--- config.mk ---
export PLATFORM = sky130hd
export DESIGN_NAME = vec_irq_ctrl
export DESIGN_NICKNAME = d
export VERILOG_FILES = /design/src/vec_irq_pkg.sv /design/src/vec_irq_ctrl.sv
export SDC_FILE = /design/constraint.sdc
export NUM_CORES = 1
export LEC_CHECK = 0
export BUFFER_PORTS_ARGS = -buffer_cell sky130_fd_sc_hd__buf_2
export CAP_MARGIN = 20
export CELL_PAD_IN_SITES_DETAIL_PLACEMENT = 1
export CELL_PAD_IN_SITES_GLOBAL_PLACEMENT = 1
export CORE_ASPECT_RATIO = 0.5
export CORE_MARGIN = 3
export CORE_UTILIZATION = 40
export DETAILED_ROUTE_END_ITERATION = 10
export GPL_TIMING_DRIVEN = 0
export PLACE_DENSITY_LB_ADDON = 0.25
export RECOVER_POWER = 100
export SETUP_SLACK_MARGIN = 0.4
export SLEW_MARGIN = 20
export SYNTH_ARGS = -nofsm -noshare
export SYNTH_HDL_FRONTEND = slang
export SYNTH_SLANG_ARGS = --single-unit
--- constraint.sdc ---
create_clock -name clk -period 1.7 [get_ports clk]
set_input_delay 0.085 -clock clk [delete_from_list [all_inputs] [get_ports clk]]
set_output_delay 0.085 -clock clk [all_outputs]
set_load 0.01 [all_outputs]
--- src/vec_irq_pkg.sv ---
// constants for the vectored priority interrupt controller
// assumes one 50 MHz clock and an asynchronous active-low reset
// How it works
// - higher pending level wins each arbitration; a presented vector is not preempted
// - same level: smallest vector number wins
// - vector address is base plus twice number
// - vector targets limited to nineteen bits, except the two reset slot addresses
// - resets use slots zero and one
// - reset base overlays chip reset addresses
// - core exceptions two to five, level three
// - debug, power, clock sources levels one-three
// - peripherals from sixteen take levels zero-two
// - vector sixty-six below every level
// - converter limit conditions share vector twenty-two
// - pulse sub-module three separate requests, capture 46
// - flash three requests, completion on fifty-five
// - debug transmit empty on vector nine
package vec_irq_pkg;
    // ------------------------------------------------------------
    // table shape
    // ------------------------------------------------------------
    localparam int NUM_VEC = 67;
    localparam int ADDR_W = 21;
    localparam int TARGET_W = 19;
    localparam int VEC_W = 7;
    localparam logic [ADDR_W-1:0] BASE_RESET = 21'h000000;
    localparam logic [ADDR_W-1:0] CHIP_RESET_ADDR = 21'h000000;
    localparam logic [ADDR_W-1:0] WDOG_RESET_OFFS = 21'h000002;
    // ------------------------------------------------------------
    // fixed vector numbers
    // ------------------------------------------------------------
    localparam int VEC_CHIP_RESET = 0;
    localparam int VEC_WDOG_RESET = 1;
    localparam int VEC_EXC_FIRST = 2;
    localparam int VEC_EXC_LAST = 5;
    localparam int VEC_DBG_FIRST = 6;
    localparam int VEC_DBG_TX_EMPTY = 9;
    localparam int VEC_DBG_LAST = 10;
    localparam int VEC_SWI2 = 11;
    localparam int VEC_SWI1 = 12;
    localparam int VEC_SWI0 = 13;
    localparam int VEC_POWER_MON = 14;
    localparam int VEC_CLOCK_LOSS = 15;
    localparam int VEC_PERIPH_FIRST = 16;
    localparam int VEC_CONV_LIMIT = 22;
    localparam int VEC_PWM3_RELOAD = 45;
    localparam int VEC_PWM3_CAPTURE = 46;
    localparam int VEC_PWM3_COMPARE = 47;
    localparam int VEC_FLASH_ERR = 54;
    localparam int VEC_FLASH_DONE = 55;
    localparam int VEC_FLASH_EMPTY = 56;
    localparam int VEC_PERIPH_LAST = 65;
    localparam int VEC_SOFT_LOW = 66;
    // ------------------------------------------------------------
    // encoded levels: 0 means none, 1 means minus one, 2..5 mean levels 0..3
    // ------------------------------------------------------------
    localparam logic [2:0] LVL_NONE = 3'h0;
    localparam logic [2:0] LVL_M1 = 3'h1;
    localparam logic [2:0] LVL_0 = 3'h2;
    localparam logic [2:0] LVL_1 = 3'h3;
    localparam logic [2:0] LVL_2 = 3'h4;
    localparam logic [2:0] LVL_3 = 3'h5;
    typedef enum logic [0:0] {IDLE, PRESENT} state_t;
endpackage

--- src/vec_irq_ctrl.sv ---
// vectored priority interrupt arbiter and vector address former
// assumes request lines are synchronous to clk and hold until served
`timescale 1ns/10ps
module vec_irq_ctrl #(
    parameter int NUM_VEC = vec_irq_pkg::NUM_VEC
) (
    // clock and reset
    input wire logic clk,
    input wire logic rstn,
    // vector base, from the core's base register
    input wire logic [vec_irq_pkg::ADDR_W-1:0] vectorBaseAddress,
    // core exception requests, vectors two to five
    input wire logic [3:0] excReq,
    // debug port requests, vectors six to ten, and their levels 1..3
    input wire logic [4:0] dbgReq,
    input wire logic [9:0] dbgLevel,
    // fixed-level software interrupts two, one, zero
    input wire logic [2:0] swiReq,
    // power monitor and clock loss, levels 1..3
    input wire logic powerMonReq,
    input wire logic [1:0] powerMonLevel,
    input wire logic clockLossReq,
    input wire logic [1:0] clockLossLevel,
    // converter limit conditions: zero crossing, low, high
    input wire logic [2:0] convLimitReq,
    // peripheral requests, vectors sixteen to sixty-five, levels 0..2
    input wire logic [49:0] periphReq,
    input wire logic [99:0] periphLevel,
    // lowest software interrupt
    input wire logic softLowReq,
    // core side
    input wire logic coreAck,
    output logic irqValid,
    output logic [vec_irq_pkg::ADDR_W-1:0] irqAddr,
    output logic [vec_irq_pkg::VEC_W-1:0] irqVector,
    // fixed reset fetch addresses
    output logic [vec_irq_pkg::ADDR_W-1:0] chipResetAddr,
    output logic [vec_irq_pkg::ADDR_W-1:0] wdogResetAddr
);
    // ------------------------------------------------------------
    // per-vector request and level
    // ------------------------------------------------------------
    logic [NUM_VEC-1:0] pend;
    logic [2:0] lvl [NUM_VEC];
    logic [1:0] pl;
    logic [1:0] dl;

    // map every source onto its vector slot with its level
    always_comb begin
        for (int v = 0; v < NUM_VEC; v++) begin
            pend[v] = 1'b0;
            lvl[v] = vec_irq_pkg::LVL_NONE;
        end
        for (int v = vec_irq_pkg::VEC_EXC_FIRST; v <= vec_irq_pkg::VEC_EXC_LAST; v++) begin
            pend[v] = excReq[v-vec_irq_pkg::VEC_EXC_FIRST];
            lvl[v] = vec_irq_pkg::LVL_3;
        end
        for (int v = vec_irq_pkg::VEC_DBG_FIRST; v <= vec_irq_pkg::VEC_DBG_LAST; v++) begin
            pend[v] = dbgReq[v-vec_irq_pkg::VEC_DBG_FIRST];
            dl = dbgLevel[2*(v-vec_irq_pkg::VEC_DBG_FIRST) +: 2];
            lvl[v] = (dl == 2'h0) ? vec_irq_pkg::LVL_1 : 3'(vec_irq_pkg::LVL_0 + 3'(dl));
        end
        pend[vec_irq_pkg::VEC_SWI2] = swiReq[2];
        lvl[vec_irq_pkg::VEC_SWI2] = vec_irq_pkg::LVL_2;
        pend[vec_irq_pkg::VEC_SWI1] = swiReq[1];
        lvl[vec_irq_pkg::VEC_SWI1] = vec_irq_pkg::LVL_1;
        pend[vec_irq_pkg::VEC_SWI0] = swiReq[0];
        lvl[vec_irq_pkg::VEC_SWI0] = vec_irq_pkg::LVL_0;
        // level code 0 is out of range for these; it is raised to level one
        pend[vec_irq_pkg::VEC_POWER_MON] = powerMonReq;
        lvl[vec_irq_pkg::VEC_POWER_MON] = (powerMonLevel == 2'h0) ? vec_irq_pkg::LVL_1 :
            3'(vec_irq_pkg::LVL_0 + 3'(powerMonLevel));
        pend[vec_irq_pkg::VEC_CLOCK_LOSS] = clockLossReq;
        lvl[vec_irq_pkg::VEC_CLOCK_LOSS] = (clockLossLevel == 2'h0) ? vec_irq_pkg::LVL_1 :
            3'(vec_irq_pkg::LVL_0 + 3'(clockLossLevel));
        for (int v = vec_irq_pkg::VEC_PERIPH_FIRST; v <= vec_irq_pkg::VEC_PERIPH_LAST; v++) begin
            pend[v] = periphReq[v-vec_irq_pkg::VEC_PERIPH_FIRST];
            pl = periphLevel[2*(v-vec_irq_pkg::VEC_PERIPH_FIRST) +: 2];
            // code 3 is illegal for peripherals; it is clamped to level two
            lvl[v] = (pl == 2'h3) ? vec_irq_pkg::LVL_2 : 3'(vec_irq_pkg::LVL_0 + 3'(pl));
        end
        // three converter conditions merge into one request
        // the slot's own peripheral bit is kept, so neither source hides the other
        pend[vec_irq_pkg::VEC_CONV_LIMIT] = periphReq[vec_irq_pkg::VEC_CONV_LIMIT-vec_irq_pkg::VEC_PERIPH_FIRST] |
            (|convLimitReq);
        pend[vec_irq_pkg::VEC_SOFT_LOW] = softLowReq;
        lvl[vec_irq_pkg::VEC_SOFT_LOW] = vec_irq_pkg::LVL_M1;
    end
    // pulse sub-module three and flash inputs keep their own bits in periphReq,
    // vectors 45/46/47 and 54/55/56, so each is served on its own slot

    // ------------------------------------------------------------
    // arbitration: highest level, then lowest vector number
    // ------------------------------------------------------------
    logic winFound;
    logic [2:0] winLvl;
    logic [vec_irq_pkg::VEC_W-1:0] winVec;

    // walking upward, only a strictly higher level replaces the winner,
    // so ties keep the smaller vector
    always_comb begin
        winFound = 1'b0;
        winLvl = vec_irq_pkg::LVL_NONE;
        winVec = '0;
        for (int v = vec_irq_pkg::VEC_EXC_FIRST; v < NUM_VEC; v++) begin
            if (pend[v] && lvl[v] > winLvl) begin
                winFound = 1'b1;
                winLvl = lvl[v];
                winVec = vec_irq_pkg::VEC_W'(v);
            end
        end
    end

    // ------------------------------------------------------------
    // vector address: base plus twice the number, nineteen-bit reach
    // ------------------------------------------------------------
    logic [vec_irq_pkg::ADDR_W-1:0] nxt_addr;
    always_comb begin
        nxt_addr = vectorBaseAddress + {{(vec_irq_pkg::ADDR_W-vec_irq_pkg::VEC_W-1){1'b0}}, winVec, 1'b0};
        nxt_addr = {{(vec_irq_pkg::ADDR_W-vec_irq_pkg::TARGET_W){1'b0}},
            nxt_addr[vec_irq_pkg::TARGET_W-1:0]};
    end

    // ------------------------------------------------------------
    // core handshake: hold the presented vector until acknowledged
    // ------------------------------------------------------------
    vec_irq_pkg::state_t state_ff;
    logic [vec_irq_pkg::ADDR_W-1:0] addr_ff;
    logic [vec_irq_pkg::VEC_W-1:0] vec_ff;

    // a later higher request waits: swapping the vector under the core mid-fetch is unsafe
    always_ff @(posedge clk or negedge rstn) begin
        if (!rstn) begin
            state_ff <= vec_irq_pkg::IDLE;
        end else begin
            unique case (state_ff)
                vec_irq_pkg::IDLE: begin
                    if (winFound) begin
                        state_ff <= vec_irq_pkg::PRESENT;
                    end
                end
                vec_irq_pkg::PRESENT: begin
                    if (coreAck) begin
                        state_ff <= vec_irq_pkg::IDLE;
                    end
                end
            endcase
        end
    end

    // latch address and number on entry to present
    always_ff @(posedge clk or negedge rstn) begin
        if (!rstn) begin
            addr_ff <= '0;
            vec_ff <= '0;
        end else if (state_ff == vec_irq_pkg::IDLE && winFound) begin
            addr_ff <= nxt_addr;
            vec_ff <= winVec;
        end
    end

    assign irqValid = (state_ff == vec_irq_pkg::PRESENT);
    assign irqAddr = addr_ff;
    assign irqVector = vec_ff;

    // reset slots zero and one; with the reset base slot zero sits on the chip reset address, slot one two above it
    assign chipResetAddr = vectorBaseAddress + vec_irq_pkg::CHIP_RESET_ADDR;
    assign wdogResetAddr = vectorBaseAddress + vec_irq_pkg::WDOG_RESET_OFFS;
endmodule

==> results.md, run 1 <==
* Synthesized instance count at 1942
* Number of flops mapped to enable cells by yosys at 0
* Simple logic cell fraction of the synthesized area at 28.5%
* Outcome: stopped before the end
* Sequential area share after synthesis at 5.15%
* Fail Step: global routing (5_1_grt)
* Xor and xnor area share after synthesis at 4.34%
* Largest net degree at the start of global routing at 28
* Post-DP HPWL at 39400 µm
* H-tree depth at 1
* Post-synth top flop: dfrtp_1
* WEP type: register input
* Die Ht at 134 µm
* Post-synthesis compound-gate area fraction at 34.6%
* Initial Utilization at 41.0%
* Yosys Warn Count at 0
* Cell total after placement at 2623
* DIE WIDTH at 262 µm
* Avg Inst Size Synth at 6.75 µm²
* Total gr overflow at 1340
* Adder-cell share of the synthesized area at 12.1%
* Netlist Area Pre-Place at 13100 µm²
* Post-synthesis mux area share at 6.99%
* #FFs+latches synth at 27
* Worst setup endpoint GRT: irqAddr[16]$_DFFE_PN0P_/D
* Routability cong. at 0.912
* Total GRT Usage at 88.3%
* I/O Buffers at 248
* Stop err: [ERROR GRT-0232] Routing congestion too high. Check the congestion heatmap in the GUI.
* CTS Buffer Depth at 2
* # rows at 46
* Root Driver: clkbuf_16
* Post-synthesis async set-or-reset flop share at 100%
* Clk sinks at 27
* Synth top area share at 11.5%
* Yosys cell types at 125
* Leading post-synthesis cells by cell area: ha_1, nand2_1, dfrtp_1
* Main combinational cell family by area after synthesis: compound AO/OA/AOI/OAI gates
* I/O pin count at 277
* Post-synth top area cell: ha_1
* Inserted Clock Buffers at 3
## metrics by stage
stage	TNS [ns]	hold WS (ns)	cell area [µm²]	worst slack (ns)
floorplan	-1876.63	-0.211	14500	-70.29
global placement	-2112.44	0.133	16300	-79.07
detailed placement	-2159.52	0.138	16300	-80.85
CTS	-1952.07	0.000622	20900	-73.12
## cell usage after synthesis (12+ instances only)
library cell / number
a211oi_1: 12
a21boi_0: 21
a21o_1: 31
a21oi_1: 124
a31oi_1: 34
and2_1: 34
and3_1: 21
buf_4: 25
clkbuf_1: 87
dfrtp_1: 27
ha_1: 120
inv_1: 124
mux2_1: 23
mux2_2: 20
mux2i_1: 35
nand2_1: 249
nand2b_1: 33
nand3_1: 70
nand3b_1: 12
nand4_1: 18
nor2_1: 165
nor2b_1: 45
nor3_1: 43
nor3b_1: 18
o211ai_1: 28
o21a_1: 25
o21ai_0: 110
o21ai_1: 13
o31ai_1: 15
or2_2: 13
xnor2_1: 43
xor2_1: 22
## repair_timing
item,CTS
setup endpoints to repair,39
buffers inserted,357
gates cloned,1
pin swaps,313
resized for setup,360
hold endpoints to repair,27
hold buffers,1
## cells by family after synthesis
group	after synthesis
buffers and inverters	250
and+or+nand+nor	766
DFF	27
muxes	83
other	1
AOI/OAI and AO/OA	622
adders and majority gates	128
xor gates and xnor gates	65
## routing by layer
layer	track usage, %	GRT overflow
met5	22.8	0
met4	101	390
met3	69.9	13
met2	109	930
met1	83.7	7
==> run 2, diff against run 1 <==
- CELL_PAD_IN_SITES_DETAIL_PLACEMENT: 1 -> default
- CELL_PAD_IN_SITES_GLOBAL_PLACEMENT: 1 -> default
- CORE_ASPECT_RATIO: 0.5 -> default
- CORE_UTILIZATION: 40 -> 25
- PLACE_DENSITY_LB_ADDON: 0.25 -> 0.15
- SETUP_SLACK_MARGIN: 0.4 -> default
==> run 2 against run 1 <==
The flow now finishes, with violations (negative setup slack). Synthesized area stayed put. Synthesized cell count stayed put.
==> results.md, run 2 <==
* Outcome: complete, but fails checks
* Failing checks: negative setup slack
* Final net count at 2817
* Yosys Warn Count at 0 (unchanged)
* Total GRT Usage at 16.6%
* Period minus WS final at 75.44 ns
* Min-Delay Path Class: primary input to register
* Final worst path period share at 4440%
* Total gr overflow at 0
* Critical path data required time at 1.85 ns
* #FFs+latches synth at 27 (unchanged)
* Number of flops mapped to enable cells by yosys at 0 (unchanged)
* Antenna Nets Post-Route at 0
* Post-Place Setup Slack at -80.95 ns (-0.103 ns)
* Crit-path max cell delay at 0.60 ns
* Routability cong. at 0.855 (-6.2%)
* Most used cell, CP: ha_4
* Area growth syn-to-layout at 59.1%
* Vias post-DR at 16400
* DIE WIDTH at 235 µm (-10%)
* WL/cell at 16.3 µm
* Initial Utilization at 25.4% (-16 points)
* I/O Buffers at 248 (unchanged)
* Final WL at 51800 µm
* Worst-skew pair later-pin latency at 0.26 ns
* Slew margin rel. at 27.1%
* Fill count at 5354
* Hold Path Cell Cnt at 2
* Util after Layout at 40.4%
* Root Driver: clkbuf_16
* Endpoint class of the critical path: register
* Vias in the first global route at 15600
* Max frequency at 0.0133 GHz
* Slew Limit Fails at 0
* Netlist Area Pre-Place at 13100 µm² (unchanged)
* Path depth of the worst reg2reg path at 3
* Residual DRC at 0
* Most frequent cells in the layout: buf_4, nand2_1, buf_2, clkbuf_1, nor2_1
* Critical path's slowest cell: a21boi_0
* Hold WS at 0.0824 ns
* Initial DRC Count at 594
* Largest net degree at the start of global routing at 28
* H-tree depth at 1 (unchanged)
* Fin. Hold Viols at 0
* CP max FO at 7
* Final Skew at 0.00957 ns
* Worst Slack Setup Final at -73.74 ns
* Post-synth top flop: dfrtp_1
* Post-DP HPWL at 40500 µm (+2.7%)
* Final setup fails at 36
* Arr. time, crit path at 75.59 ns
* Avg Inst Size Synth at 6.75 µm² (unchanged)
* Max reg flops at 19
* Sequential area share after synthesis at 5.15% (unchanged)
* Die Ht at 235 µm (+75%)
* Clk sinks at 27 (unchanged)
* Worst-path clk slew at 0.07 ns
* Pre-antenna DRT Iters at 5
* Synthesized instance count at 1942 (unchanged)
* Post-synthesis async set-or-reset flop share at 100% (unchanged)
* Number of vias per cell at 5.15
* Inserted Clock Buffers at 3 (unchanged)
* Layout cell share with drive strength beyond 1 at 44.2%
* Worst Tran Pin Value at 1.07 ns
* Critical path type: primary input to register
* List of most frequent post-synthesis cells: nand2_1, nor2_1, a21oi_1, inv_1, ha_1
* Synth top area share at 11.5% (unchanged)
* Yosys cell types at 125 (unchanged)
* I/O pin count at 277 (unchanged)
* Core ar. at 51600 µm²
* # rows at 83 (+80%)
* Post-synth top area cell: ha_1
* Worst Setup Start Kind: primary input
* Global-route wire length before repair at 79100 µm
* Commonest non-fill, non-tap cell in the layout: buf_4
* Design area at 20900 µm²
* Die area at 55200 µm²
* Initial antenna violation count at 18
* CTS Buffer Depth at 2 (unchanged)
* Leading post-synthesis cells by cell area: ha_1, nand2_1, dfrtp_1
* RSZ-0062 raised after global routing: yes
* TritonCTS clock tree: done
* DP Area at 16600 µm² (+1.9%)
* Max-cap violations at 0
* Count leader, synth: nand2_1
## run 2: stage by stage
| step | std cells | setup TNS, ns |
|---|---|---|
| after floorplan | 1943 | -1876.63 |
| after global placement | 2871 | -2146.02 |
| after detailed placement | 2871 | -2161.87 |
| after CTS | 3021 | -1993.31 |
| after global routing | 3172 | -2077.75 |
| final | 3177 | -1972.00 |
## run 2: cell families after synthesis
logic type | share of synthesized area, %
buffers and inverters | 8.23
XOR/XNOR | 4.34
other | 0.0286
adder cells (fa/ha/maj) | 12.1
multiplexers | 6.99
flip-flops | 5.15
AND/OR/NAND/NOR | 28.5
AO/OA/AOI/OAI | 34.6
## run 2: final cells by class
type	instances	area, µm²	share of cell area (%)
diodes	8	20.0	0.0960
repair buffers	545	3460	16.6
clock inverters	1	5.00	0.0240
inverters	129	499	2.39
clock buffers	3	75.1	0.360
plain buffers	118	596	2.86
multi-input cells	1666	14700	70.4
flip-flops and latches	27	676	3.24
well taps	680	851	4.08
## run 2: final timing paths
| kind | slack, ns | startpoint | end |
|---|---|---|---|
| worst max-delay path | -73.74 | excReq[3] | irqAddr[17]$_DFFE_PN0P_ |
| worst min-delay path | 0.08 | vectorBaseAddress[0] | irqAddr[0]$_DFFE_PN0P_ |
| worst max register to register | 0.35 | irqValid$_DFF_PN0_ | irqAddr[9]$_DFFE_PN0P_ |
| worst min register to register | 0.50 | irqAddr[1]$_DFFE_PN0P_ | irqAddr[1]$_DFFE_PN0P_ |
| max in group asynchronous | 0.82 | rstn | irqAddr[11]$_DFFE_PN0P_ |
| min in group asynchronous | 0.41 | rstn | irqAddr[14]$_DFFE_PN0P_ |
## run 2: metal layers
layer	global-route usage, %	wire length [µm]	up-vias
met5	0	87	-
met4	1.78	512	14
met3	2.39	2070	42
met2	30.7	26300	284
met1	21.0	22900	7797
li1	-	-	8229
## run 2: critical path, delay by kind of cell
family | cells | cell delay (ns)
fa+ha+maj | 62 | 16.25
simple gates | 152 | 19.77
xor+xnor | 1 | 0.08
mux | 28 | 7.38
compound gates | 159 | 28.17
buf+inv | 42 | 3.71
## run 2: repair_timing
item | 4_1_cts | 5_1_grt
hold buffers | 2 | 0
setup buffers | 144 | 153
pin swaps | 117 | 325
endpoints found under the setup margin | 32 | 33
gates resized for setup | 136 | 281
hold endpoints to repair | 28 | 0
Power of run 2 is left out: the tool's default activity adds up to more than one toggle a clock period on the data nets, which glitch-free logic cannot reach.
